===== config.mk =====
export PLATFORM = sky130hd
export DESIGN_NAME = bit_rotate_flag_unit
export DESIGN_NICKNAME = d
export VERILOG_FILES = /design/src/hw/bitrot_pkg.sv /design/src/hw/bit_field_unit.sv /design/src/hw/shift_unit.sv /design/src/hw/bit_rotate_flag_unit.sv
export SDC_FILE = /design/constraint.sdc
export NUM_CORES = 1
export LEC_CHECK = 0
export ABC_AREA = 1
export BUFFER_PORTS_ARGS = -buffer_cell sky130_fd_sc_hd__buf_2
export CAP_MARGIN = 0
export CORE_UTILIZATION = 50
export DETAILED_ROUTE_END_ITERATION = 8
export GPL_TIMING_DRIVEN = 0
export PLACE_DENSITY = 0.76
export SYNTH_ARGS = -nofsm -noshare
export SYNTH_HDL_FRONTEND = slang
export SYNTH_SLANG_ARGS = --single-unit

===== constraint.sdc =====
create_clock -name clk_i -period 2.2 [get_ports clk_i]
set_input_delay 0.44 -clock clk_i [delete_from_list [all_inputs] [get_ports clk_i]]
set_output_delay 0.44 -clock clk_i [all_outputs]
set_load 0.01 [all_outputs]

===== src/hw/bitrot_pkg.sv =====
// constants, opcodes and carrier types for the bit rotate and flag unit
package bitrot_pkg;

  // register byte addresses on the bus
  localparam logic [7:0] ADDR_CTRL  = 8'h00;
  localparam logic [7:0] ADDR_DATA  = 8'h04;
  localparam logic [7:0] ADDR_FLAGS = 8'h08;
  localparam logic [7:0] ADDR_IO0   = 8'h10;
  localparam logic [7:0] ADDR_STEP  = 8'h04;
  localparam int         IO_COUNT   = 4;

  // processor_flags bit positions
  localparam logic [2:0] FLAG_C = 3'h0;
  localparam logic [2:0] FLAG_Z = 3'h1;
  localparam logic [2:0] FLAG_N = 3'h2;
  localparam logic [2:0] FLAG_V = 3'h3;
  localparam logic [2:0] FLAG_S = 3'h4;
  localparam logic [2:0] FLAG_H = 3'h5;
  localparam logic [2:0] FLAG_T = 3'h6;
  localparam logic [2:0] FLAG_I = 3'h7;

  // reset values
  localparam logic [7:0] DATA_RST  = 8'h00;
  localparam logic [7:0] FLAGS_RST = 8'h00;
  localparam logic [7:0] IO_RST    = 8'h00;

  // operations, codes 0 upward in this order
  typedef enum logic [4:0] {
    OP_NONE,
    OP_ROTATE_LEFT_CARRY,
    OP_ROTATE_RIGHT_CARRY,
    OP_ARITH_SHIFT_RIGHT,
    OP_NIBBLE_SWAP,
    OP_IO_BIT_FORCE_ONE,
    OP_IO_BIT_FORCE_ZERO,
    OP_REG_BIT_TO_COPY_FLAG,
    OP_COPY_FLAG_TO_REG_BIT,
    OP_FLAG_INDEX_FORCE_ONE,
    OP_FLAG_INDEX_FORCE_ZERO,
    OP_SIGNED_FLAG_FORCE_ONE,
    OP_SIGNED_FLAG_FORCE_ZERO,
    OP_OVERFLOW_FLAG_FORCE_ONE,
    OP_OVERFLOW_FLAG_FORCE_ZERO,
    OP_HALF_CARRY_FORCE_ONE,
    OP_HALF_CARRY_FORCE_ZERO
  } op_t;

  // control word: io_sel [9:8], bit_idx [7:5], op [4:0]
  typedef struct packed {
    logic [1:0] io_sel;
    logic [2:0] bit_idx;
    op_t        op;
  } ctrl_t;

  // result of a shift class operation
  typedef struct packed {
    logic [7:0] data;
    logic [7:0] flags;
  } alu_out_t;

endpackage


===== src/hw/bit_field_unit.sv =====
// single bit replace and extract on one byte
`timescale 1ns/1ps
module bit_field_unit
  import bitrot_pkg::*;
(
  // byte and selected bit
  input  wire logic [7:0] byte_i,
  input  wire logic [2:0] idx_i,
  input  wire logic       val_i,
  // byte with bit replaced, and old bit
  output logic      [7:0] byte_o,
  output logic            bit_o
);

  // one mux per bit position
  for (genvar i = 0; i < 8; i++) begin : g_bit
    assign byte_o[i] = (idx_i == 3'(i)) ? val_i : byte_i[i];
  end

  // extracted bit, old value
  assign bit_o = byte_i[idx_i];

endmodule // bit_field_unit


===== src/hw/shift_unit.sv =====
// rotate, arithmetic shift and nibble swap with flag update
`timescale 1ns/1ps
module shift_unit
  import bitrot_pkg::*;
(
  // operand and current flags
  input  wire op_t        op_i,
  input  wire logic [7:0] data_i,
  input  wire logic [7:0] flags_i,
  // result
  output alu_out_t        out_o
);

  logic [7:0] res;
  logic       cout;
  logic       upd;

  // result and carry out, per operation
  always_comb begin
    res  = data_i;
    cout = flags_i[FLAG_C];
    upd  = 1'b0;
    unique case (op_i)
      OP_ROTATE_LEFT_CARRY: begin
        res  = {data_i[6:0], flags_i[FLAG_C]};
        cout = data_i[7];
        upd  = 1'b1;
      end
      OP_ROTATE_RIGHT_CARRY: begin
        res  = {flags_i[FLAG_C], data_i[7:1]};
        cout = data_i[0];
        upd  = 1'b1;
      end
      OP_ARITH_SHIFT_RIGHT: begin
        res  = {data_i[7], data_i[7:1]}; // sign kept
        cout = data_i[0];
        upd  = 1'b1;
      end
      OP_NIBBLE_SWAP: res = {data_i[3:0], data_i[7:4]};
      default: ;
    endcase
  end

  // flags: swap touches none, the signed flag is left alone
  always_comb begin
    out_o.data  = res;
    out_o.flags = flags_i;
    if (upd) begin
      out_o.flags[FLAG_C] = cout;
      out_o.flags[FLAG_Z] = (res == 8'h00);
      out_o.flags[FLAG_N] = res[7];
      out_o.flags[FLAG_V] = res[7] ^ cout;
    end
    // half carry only on left rotate, from old bit 3
    if (op_i == OP_ROTATE_LEFT_CARRY) begin
      out_o.flags[FLAG_H] = data_i[3];
    end
  end

endmodule // shift_unit


===== src/hw/bit_rotate_flag_unit.sv =====
// bit level execution unit: shifts, bit moves and flag forcing behind wishbone
//
// Contract
// - rotate left through carry moves bits up, old carry to bit 0, old bit 7 to carry, updates Z C N V H, one cycle.
// - rotate right through carry moves bits down, old carry to bit 7, old bit 0 to carry, updates Z C N V, one cycle.
// - io bit force one sets the chosen bit of the chosen io register, nothing else, one cycle.
// - io bit force zero clears the chosen bit of the chosen io register, nothing else, one cycle.
// - register bit to copy flag copies the chosen data bit into T and touches no other flag, one cycle.
// - copy flag to register bit writes T into the chosen data bit, no flag changes, one cycle.
// - dedicated operations force the signed flag to one or zero alone, one cycle.
// - dedicated operations force the overflow flag to one or zero alone, one cycle.
// - dedicated operations force the half carry flag to one or zero alone, one cycle.
// - every other flag has one-cycle set and clear, and indexed set or clear alters only that flag.
//
// Added by the designer: the register addresses and the Wishbone slave port.
`timescale 1ns/1ps
module bit_rotate_flag_unit
  import bitrot_pkg::*;
(
  // clock and reset
  input  wire logic        clk_i,
  input  wire logic        rst_i,
  // wishbone slave
  input  wire logic        wb_cyc_i,
  input  wire logic        wb_stb_i,
  input  wire logic        wb_we_i,
  input  wire logic [7:0]  wb_adr_i,
  input  wire logic [3:0]  wb_sel_i,
  input  wire logic [31:0] wb_dat_i,
  output logic      [31:0] wb_dat_o,
  output logic             wb_ack_o,
  // flag state toward the core
  output logic      [7:0]  flags_o,
  output logic             irq_enable_o
);

  logic       ack_q;
  logic [31:0] rd_q;
  logic [31:0] rd_d;
  logic [7:0] data_q;
  logic [7:0] flags_q;
  logic [7:0] io_q [IO_COUNT];
  ctrl_t      last_q;
  ctrl_t      ctrl;
  logic       req;
  logic       wr;
  logic       exec;
  logic       shift_op;
  logic       io_op;
  logic       flag_hit;
  logic       flag_val;
  logic [2:0] flag_idx;
  logic [7:0] io_new;
  logic [7:0] data_ins;
  logic       data_bit;
  logic [7:0] flags_new;
  alu_out_t   sh;

  // bus request and the decoded control word
  assign req  = wb_cyc_i & wb_stb_i;
  assign wr   = ack_q & req & wb_we_i;
  assign ctrl = ctrl_t'(wb_dat_i[9:0]);
  // an operation fires on the acked write of the control word
  assign exec = wr & (wb_adr_i == ADDR_CTRL) & wb_sel_i[0];

  // one wait cycle, ack drops the cycle after it was given
  always_ff @(posedge clk_i) begin
    if (rst_i) begin
      ack_q <= 1'b0;
    end else begin
      ack_q <= req & ~ack_q;
    end
  end

  // read mux, unmapped words read zero
  always_comb begin
    rd_d = 32'h0000_0000;
    if (wb_adr_i == ADDR_CTRL) begin
      rd_d = {22'h0, last_q};
    end else if (wb_adr_i == ADDR_DATA) begin
      rd_d = {24'h00_0000, data_q};
    end else if (wb_adr_i == ADDR_FLAGS) begin
      rd_d = {24'h00_0000, flags_q};
    end else if (wb_adr_i[7:4] == ADDR_IO0[7:4] && wb_adr_i[1:0] == 2'h0) begin
      rd_d = {24'h00_0000, io_q[wb_adr_i[3:2]]};
    end
  end

  // read data captured with the ack so it comes from a flop
  always_ff @(posedge clk_i) begin
    if (rst_i) begin
      rd_q <= 32'h0000_0000;
    end else if (req & ~ack_q) begin
      rd_q <= rd_d;
    end
  end

  assign wb_ack_o     = ack_q;
  assign wb_dat_o     = rd_q;
  assign flags_o      = flags_q;
  assign irq_enable_o = flags_q[FLAG_I];

  // operation classes
  assign shift_op = (ctrl.op == OP_ROTATE_LEFT_CARRY) | (ctrl.op == OP_ROTATE_RIGHT_CARRY) |
                    (ctrl.op == OP_ARITH_SHIFT_RIGHT) | (ctrl.op == OP_NIBBLE_SWAP);
  assign io_op    = (ctrl.op == OP_IO_BIT_FORCE_ONE) | (ctrl.op == OP_IO_BIT_FORCE_ZERO);

  // flag forcing: indexed forms take bit_idx, dedicated ones a fixed flag
  always_comb begin
    flag_hit = 1'b0;
    flag_val = 1'b0;
    flag_idx = ctrl.bit_idx;
    unique case (ctrl.op)
      OP_FLAG_INDEX_FORCE_ONE: begin
        flag_hit = 1'b1;
        flag_val = 1'b1;
      end
      OP_FLAG_INDEX_FORCE_ZERO: flag_hit = 1'b1;
      OP_SIGNED_FLAG_FORCE_ONE: begin
        flag_hit = 1'b1;
        flag_val = 1'b1;
        flag_idx = FLAG_S;
      end
      OP_SIGNED_FLAG_FORCE_ZERO: begin
        flag_hit = 1'b1;
        flag_idx = FLAG_S;
      end
      OP_OVERFLOW_FLAG_FORCE_ONE: begin
        flag_hit = 1'b1;
        flag_val = 1'b1;
        flag_idx = FLAG_V;
      end
      OP_OVERFLOW_FLAG_FORCE_ZERO: begin
        flag_hit = 1'b1;
        flag_idx = FLAG_V;
      end
      OP_HALF_CARRY_FORCE_ONE: begin
        flag_hit = 1'b1;
        flag_val = 1'b1;
        flag_idx = FLAG_H;
      end
      OP_HALF_CARRY_FORCE_ZERO: begin
        flag_hit = 1'b1;
        flag_idx = FLAG_H;
      end
      default: ; // other codes leave flags to their own paths
    endcase
  end

  // shifts, rotates and swap
  shift_unit u_shift (
    .op_i    (ctrl.op),
    .data_i  (data_q),
    .flags_i (flags_q),
    .out_o   (sh)
  );

  // io bit forcing on the selected io register
  bit_field_unit u_io_bit (
    .byte_i (io_q[ctrl.io_sel]),
    .idx_i  (ctrl.bit_idx),
    .val_i  (ctrl.op == OP_IO_BIT_FORCE_ONE),
    .byte_o (io_new),
    .bit_o  ()
  );

  // data bit insert of T, and extract for the copy flag
  bit_field_unit u_data_bit (
    .byte_i (data_q),
    .idx_i  (ctrl.bit_idx),
    .val_i  (flags_q[FLAG_T]),
    .byte_o (data_ins),
    .bit_o  (data_bit)
  );

  // single flag replace for all forcing forms
  bit_field_unit u_flag_bit (
    .byte_i (flags_q),
    .idx_i  (flag_idx),
    .val_i  (flag_val),
    .byte_o (flags_new),
    .bit_o  ()
  );

  // data register: operations win over a plain write, they cannot coincide
  always_ff @(posedge clk_i) begin
    if (rst_i) begin
      data_q <= DATA_RST;
    end else if (exec & shift_op) begin
      data_q <= sh.data;
    end else if (exec & (ctrl.op == OP_COPY_FLAG_TO_REG_BIT)) begin
      data_q <= data_ins;
    end else if (wr & (wb_adr_i == ADDR_DATA) & wb_sel_i[0]) begin
      data_q <= wb_dat_i[7:0];
    end
  end

  // processor flags
  always_ff @(posedge clk_i) begin
    if (rst_i) begin
      flags_q <= FLAGS_RST;
    end else if (exec & shift_op) begin
      flags_q <= sh.flags;
    end else if (exec & (ctrl.op == OP_REG_BIT_TO_COPY_FLAG)) begin
      flags_q[FLAG_T] <= data_bit;
    end else if (exec & flag_hit) begin
      flags_q <= flags_new;
    end else if (wr & (wb_adr_i == ADDR_FLAGS) & wb_sel_i[0]) begin
      flags_q <= wb_dat_i[7:0];
    end
  end

  // io registers, one per entry
  for (genvar i = 0; i < IO_COUNT; i++) begin : g_io
    always_ff @(posedge clk_i) begin
      if (rst_i) begin
        io_q[i] <= IO_RST;
      end else if (exec & io_op & (ctrl.io_sel == 2'(i))) begin
        io_q[i] <= io_new;
      end else if (wr & (wb_adr_i == ADDR_IO0 + ADDR_STEP * 8'(i)) & wb_sel_i[0]) begin
        io_q[i] <= wb_dat_i[7:0];
      end
    end
  end

  // last executed control word, readable for debug
  always_ff @(posedge clk_i) begin
    if (rst_i) begin
      last_q <= ctrl_t'(10'h000);
    end else if (exec) begin
      last_q <= ctrl;
    end
  end

  // helper copies of the firing operation, read only by the checks
  ctrl_t ctrl_d;
  logic  exec_d;
  always_ff @(posedge clk_i) begin
    if (rst_i) begin
      ctrl_d <= ctrl_t'(10'h000);
      exec_d <= 1'b0;
    end else begin
      ctrl_d <= ctrl;
      exec_d <= exec;
    end
  end
endmodule // bit_rotate_flag_unit


-- Word level (Yosys, flattened, before mapping)
Memories as Yosys holds them, arrays and structs flattened.
Cells that the tools add are included.
Widths: inputs -> output; s select.
- flip-flop bits (word level): 59
- memory bits (writable): 32
- input bits: 49
- output and inout bits: 42
- logic and storage cells: 243
- memories: 1
- $lt $le $gt $ge: 1
- eq/ne operators: 59
- muxes and demuxes: 84
- bitwise operators: 43
- reduce and logical (&&, ||, !) cells: 34
- memory list (memory ; words ; width ; rd ports ; clocked after Yosys merged registers in ; write ports ; line ; source):
    io_q ; 4 ; 8 ; 2 ; 0 ; 4 ; bit_rotate_flag_unit.sv:42 ; logic [7:0] io_q [IO_COUNT];
- operator list (operator ; count):
    $mux 8 ; 16
    $mux 1 ; 60
    $ne 3x2->1 const B ; 14
    $eq 5x4->1 const B ; 8
    $eq 8x5->1 const B ; 4
    $pmux 8 s4 ; 1
    $reduce_and 4->1 ; 7
    $and 1x1->1 ; 27
    $eq 3x3->1 const B ; 8
    $eq 5x3->1 const B ; 4
    $logic_not 8->1 ; 2
    $reduce_and 2->1 ; 8
    $eq 3x2->1 const B ; 4
    $mux 6 ; 2
    $or 1x1->1 ; 12
    $eq 5x2->1 const B ; 2
    $mux 10 ; 1
    $pmux 3 s3 ; 1
    $reduce_bool 3->1 ; 3
    $eq 8x3->1 const B ; 1
    $eq 8x4->1 const B ; 1
    $reduce_or 2->1 ; 4
    $reduce_or 8->1 ; 1
    $eq 3x1->1 const B ; 2
    other kinds (20) ; 28

-- Longest topological paths before layout
Gate-level depths: netlist of run 1.
- depth in word-level cells: 12
- mapped depth: 15
- gate-level depth less buffers: 15

-- By module
From an unflattened synthesis of run 1, not the netlist that was laid out.
- cells, all modules: 837
- area, all modules: 5564.1 µm²
- by module, submodules not included (module ; times used ; cells each ; area each (µm²) ; sequential area each (µm²)):
    bit_rotate_flag_unit ; 1 ; 572 ; 4231.6 ; 1701.6
    bit_field_unit ; 3 ; 52 ; 242.7 ; 0.0
    shift_unit ; 1 ; 109 ; 604.3 ; 0.0

-- Worst setup path after synthesis of run 1
Ideal clock, no wire load.
- path type: input port to flip-flop
- start point: input port wb_adr_i[7]
- end point: memory io_q[3][0] (enable)
- setup time: 384 ps
- data arrival time: 1730 ps
- data required time: 1816 ps
- path slack: 86 ps
- stages on the path: 5
- path buffers: 0
- path through: nor2_1 > nand3_1 > nor2_4 > nand2_1 > o21ai_0
- RTL lines (element ; line ; source):
    from (decl) ; bit_rotate_flag_unit.sv:27 ; input wire logic [7:0] wb_adr_i,
    to (decl) ; bit_rotate_flag_unit.sv:42 ;

==> results of run 1 <==
metal layers:
metal | up-vias | track usage (%) | wire length, um
li1 | 2464 | - | -
met1 | 2347 | 45.3 | 6470
met2 | 381 | 49.0 | 6610
met3 | 51 | 9.35 | 2220
met4 | 0 | 13.9 | 567
met5 | - | 0 | 0
worst paths after layout:
path	from	end	slack [ns]	depth (start not counted)
worst max-delay path	wb_adr_i[7]	io_q[1][6]$_DFFE_PP_	0.09	10
worst max register to register	wb_ack_o$_SDFF_PP0_	io_q[1][6]$_DFFE_PP_	0.11	8
worst min register to register	last_q[7]$_SDFFE_PP0P_	last_q[7]$_SDFFE_PP0P_	0.46	2
worst min-delay path	wb_dat_i[8]	last_q[8]$_SDFFE_PP0P_	0.36	3
critical path: stages:
cell and delay (ns):
buf_2 0.10, nor2_1 0.19, nand2_1 0.16, nor2_4 0.25
nand2_4 0.15, nor3_4 0.22, buf_12 0.16, a21oi_1 0.08
nand2_1 0.33, o22ai_1 0.13
registers in the layout, indices dropped and copies added (netlist names):
name and cells:
io_q 32, last_q 10, wb_dat_o 10, data_q 8
flags_o 8, wb_ack_o 1
cells in the final DEF (no fill, tap or decap), drive strengths merged, types with 7 or more instances in the layout:
| cell | Yosys | routed |
|---|---|---|
| a21oi | 43 | 43 |
| a22oi | 7 | 7 |
| buf | 33 | 74 |
| clkbuf | 8 | 17 |
| conb | 1 | 22 |
| dfxtp | 37 | 37 |
| edfxtp | 32 | 32 |
| inv | 83 | 85 |
| nand2 | 153 | 153 |
| nand3 | 38 | 38 |
| nor2 | 115 | 115 |
| o21ai | 68 | 68 |
| o22ai | 38 | 38 |
kinds of logic after synthesis:
logic type             Yosys count  synth area share [%]
and+or+nand+nor                321                  29.3
AOI/OAI and AO/OA              180                  22.1
buffers and inverters          125                  12.6
DFF                             69                  36.0
other                            1                0.0794
through the flow:
stage	std cells	TNS, ns	total power, mW	utilization (%)	hold WS [ns]
2_1_floorplan	717	0	1.68	-	0.424
3_3_place_gp	866	-19.59	1.81	55.8	0.443
3_5_place_dp	866	-24.06	1.81	55.8	0.446
4_1_cts	882	0	3.21	58.8	0.361
5_1_grt	885	-0.0512	3.32	59.3	0.365
6_report	885	0	3.24	59.3	0.365
power by group through the flow:
stage          registers, mW  clock network [mW]  logic (mW)
2_1_floorplan           1.41                   0       0.266
3_5_place_dp            1.41                   0       0.397
3_3_place_gp            1.41                   0       0.395
6_report                1.38                1.44       0.419
5_1_grt                 1.39                1.48       0.453
4_1_cts                 1.38                1.43       0.401
final cells by class:
class | instances | area (sq um) | area share (%)
Buffer | 41 | 278 | 5.09
Timing Repair Buffer | 41 | 225 | 4.13
Clock buffer | 9 | 124 | 2.27
Clock inverter | 7 | 145 | 2.66
Tap cell | 111 | 139 | 2.55
Sequential cell | 69 | 1700 | 31.2
Multi-Input combinational cell | 523 | 2520 | 46.2
Inverter | 84 | 319 | 5.85
timing repair:
item | 4_1_cts | 5_1_grt
endpoints found under the hold margin | 0 | 0
resized for setup | 4 | 4
endpoints found under the setup margin | 16 | 66
pin swaps | 0 | 2
hold buffers | 0 | 0
setup buffers | 0 | 3
cloned | 0 | 0
==> impl_metrics.csv, run 1 <==
group,metric,value,unit
run_status,status,"completed",
job,maxCapViolations,0,
synth,synth_async_sr_flop_share,0,%
synth,synth_area_leaders,"edfxtp_1 20%, dfxtp_1 16%, nand2_1 12%",
power,ir_drop,323,uV
placement,place_area,5130,sq um
synth,synth_most_common_cell,"nand2_1",
detailed_routing,vias,5243,
detailed_routing,routed_via_density,5.92,
placement,port-buffer-count,38,
power,p_clk_share,44.5,%
power,switchingPower,0.878,mW
synth,ys.flop_type,"dfxtp_1",
timing,worstMarginPinSlew,0.750,ns
synth,synth_cell_types,38,
setup_path,critPathLaunchType,"input pin",
power,p_per_area,595,nW/um^2
timing,hold_viol,0,
power,leakagePower,2.41,nW
floorplanning,initial_core_util,51.3,%
timing,relSlewSlack,50.0,%
timing,finClkSkew,0.0111,ns
placement,pre_cts_ws,-0.646,ns
cts,numCtsBuffers,9,
timing,period_needed,2.11,ns
cts,cts-root-buf,"clkbuf_8",
power,p_seq_share,42.6,%
final_layout,finalInstanceArea,5450,sq um
final_layout,fillers,898,
cts,path_clk_slew,0.08,ns
detailed_routing,routedWlPerCell,17.9,um
synth,syn_inst,696,
grt,grt_max_degree,14,
timing,fmax,0.474,GHz
setup_path,worst-endpoint-required,2.30,ns
detailed_routing,drtIter0Drc,658,
floorplanning,dieArea,9840,sq um
power,intPower,2.37,mW
setup_path,critPathMaxFanout,9,
floorplanning,core,9200,sq um
placement,dp_hpwl,11.8,mm
power,p_sw_share,27.0,%
synth,synth_top_area_cell,"edfxtp_1",
timing,finalCritPeriodShare,96.0,%
power,p_comb_share,12.9,%
setup_path,cp.arrival,2.21,ns
cts,cts_max_path_buffers,2,
synth,synthTopCellsByCount,"148 x nand2_1, 106 x nor2_1, 75 x inv_1, 66 x o21ai_0, 42 x a21oi_1",
cts,cts_max_level,3,
grt,grt_usage,33.0,%
min_path,hp-class,"in -> reg",
timing,setup_viol,0,
floorplanning,io_pins,91,
floorplanning,fp-row-count,35,
final_layout,fin_nets,818,
synth,synth-edff-count,32,
detailed_routing,ant_nets,0,
synth,syn_avg_cell_area,6.78,sq um
grt,grt_pass1_wl,24.4,mm
floorplanning,die_height,99.2,um
cts,cts_tree,"built",
detailed_routing,drt-total-wl,15.9,mm
synth,ys_warn_count,0,
grt,grt_pass1_vias,4658,
synth,ys_ff_latch,69,
final_layout,n_antenna_cell,0,
timing,setup_ws,0.0888,ns
synth,ys_seq_area_share,36.0,%
detailed_routing,drt_first_pass_iters,7,
synth,syn_area,4720,sq um
cts,clock_latency,0.36,ns
final_layout,syn_to_final_growth,15.5,%
setup_path,endpoint_kind,"flop",
final_layout,drive_gt1_share,15.9,%
cts,cts.sinks,69,
timing,slew_viol_final,0,
detailed_routing,drc_errors,0,
setup_path,criticalPathCategory,"in -> reg",
grt,gr-total-overflow,0,
floorplanning,die_w,99.2,um
synth,synth_top_area_share,20.3,%
placement,routabilityCongestion,1.01,
grt,antenna_found_initial,0,
(Power assumes the default switching activity.)
==> run 2: changes to the inputs <==
--- a/config.mk
+++ b/config.mk
@@ -8,6 +8,7 @@
 export ABC_AREA = 1
 export BUFFER_PORTS_ARGS = -buffer_cell sky130_fd_sc_hd__buf_2
 export CAP_MARGIN = 0
+export CORE_MARGIN = 3
 export CORE_UTILIZATION = 50
 export DETAILED_ROUTE_END_ITERATION = 8
 export GPL_TIMING_DRIVEN = 0
==> run 2 against run 1 <==
  * Sequential share of layout area is 0.33 points higher
  * Fmax rose by 2.3%
  * Die area increased by 8.2%
  * Global-route usage down 2.8 points
  * Power down 13%
==> impl_metrics.csv, run 2 (synthesized netlist as in run 1, its figures left out) <==
group,metric,value,unit
run_status,status,"completed",
final_layout,final_core_util,60.4,%
cts,cts_hold_buf,0,
final_layout,syn_to_final_growth,14.3,%
setup_path,cp_slowest_cell,"nand2_1",
timing,finClkSkew,0.0121,ns
timing,period_needed,2.06,ns
timing,worstMarginPinSlew,0.678,ns
grt,grt_pass1_vias,4511,
timing,setup_viol,0,
setup_path,critPathLaunchType,"input pin",
detailed_routing,routed_via_density,5.84,
grt,antenna_found_initial,0,
final_layout,finalInstanceArea,5400,sq um
final_layout,fin_cells,885,
power,ir_drop,259,uV
setup_path,critPathMaxFanout,8,
detailed_routing,drc_errors,0,
placement,pre_cts_ws,-0.582,ns
grt,use_met3,9.39,%
final_layout,fillers,863,
placement,port-buffer-count,38,
cts,cts_tree,"built",
grt,grt_usage,30.2,%
timing,finalCritPeriodShare,93.8,%
cts,cts.sinks,69,
detailed_routing,vias,5167,
final_layout,largest_register_ffs,32,
placement,place_inst,863,
placement,dp_hpwl,12.0,mm
setup_path,criticalPathCategory,"in -> reg",
grt,grtUsageMet1,44.0,%
timing,slew_viol_final,0,
cts,cts_max_path_buffers,2,
final_layout,fin_nets,821,
placement,place_area,5130,sq um
timing,tns,0,ns
floorplanning,core,8930,sq um
floorplanning,initial_core_util,52.9,%
final_layout,n_antenna_cell,0,
setup_path,cp_cell_sequence,"buf_2 > nor2_1 > nand2_1 > nor2_4 > nand2_4 > nor3_4 > buf_12 > a21oi_1 > nand2_1 > o22ai_1",
setup_path,cp.arrival,2.15,ns
final_layout,top_register,"io_q",
floorplanning,dieArea,10600,sq um
final_layout,mostFrequentLayoutCell,"nand2_1",
final_layout,final_cell_mix,"144 x nand2_1, 105 x nor2_1, 75 x inv_1, 64 x o21ai_0, 42 x a21oi_1",
floorplanning,die_height,103,um
cts,path_clk_slew,0.08,ns
job,maxCapViolations,0,
grt,use_met2,42.2,%
power,leakagePower,2.39,nW
min_path,hp-class,"in -> reg",
grt,grt_pass1_wl,24.0,mm
cts,cts_max_level,3,
grt,gr-total-overflow,0,
timing,hold_viol,0,
floorplanning,io_pins,91,
timing,fmax,0.485,GHz
floorplanning,fp-row-count,34,
power,p_per_area,524,nW/um^2
cts,cts-root-buf,"clkbuf_8",
grt,grt_busiest_layer,"met1",
detailed_routing,ant_nets,0,
cts,numCtsBuffers,9,
placement,routabilityCongestion,0.983,
setup_path,endpoint_kind,"flop",
floorplanning,die_w,103,um
timing,relSlewSlack,54.8,%
timing,whs,0.366,ns
detailed_routing,drtIter0Drc,579,
power,power,2.83,mW
setup_path,worst-endpoint-required,2.28,ns
cts,clock_latency,0.36,ns
detailed_routing,drt_first_pass_iters,6,
detailed_routing,drt-total-wl,15.8,mm
grt,grt_max_degree,12,
setup_path,cp_common_cell,"nand2_1",
final_layout,drive_gt1_share,16.1,%
timing,setup_ws,0.137,ns
setup_path,slowest_delay,0.30,ns
detailed_routing,routedWlPerCell,17.9,um
run 2: worst max-delay path: cells and delay by family:
| family | cells | cell delay [ns] |
|---|---|---|
| simple gates | 6 | 1.25 |
| buf+inv | 2 | 0.25 |
| compound gates | 2 | 0.21 |
run 2: what timing repair did:
action,in CTS,in global routing
gates resized for setup,4,7
endpoints found under the setup margin,16,65
setup buffers,0,6
pin swaps,0,3
gates cloned,0,0
run 2: worst paths after layout:
| check | startpoint | to | slack (ns) | cells after the start |
|---|---|---|---|---|
| setup / recovery | wb_adr_i[7] | io_q[3][7]$_DFFE_PP_ | 0.14 | 10 |
| hold / removal | wb_dat_i[8] | last_q[8]$_SDFFE_PP0P_ | 0.37 | 3 |
| setup reg to reg | wb_ack_o$_SDFF_PP0_ | io_q[3][7]$_DFFE_PP_ | 0.21 | 8 |
| hold reg to reg | last_q[0]$_SDFFE_PP0P_ | last_q[0]$_SDFFE_PP0P_ | 0.46 | 2 |
run 2: area by class of cell:
cell class                 count  area (sq um)  area share [%]
sequential                    69          1700            31.5
clock buffer                  11           131            2.43
timing repair buffer          44           248            4.59
tap                          108           135            2.50
multi-input combinational    523          2540            47.0
inverter                      84           315            5.84
buffer                        41           278            5.15
clock inverter                 5          51.3           0.951
run 2: where the power goes:
part	internal (mW)	switching (mW)	leakage (nW)	total, mW
Sequential	1.37	0.0156	0.632	1.38
Clock	0.517	0.509	0.0907	1.03
Combinational	0.125	0.294	1.67	0.419
run 2: layer usage:
layer  wire [um]  up-vias
met5           0        -
met4         421        0
met3        2030       32
met2        6550      344
met1        6820     2323
li1            -     2468
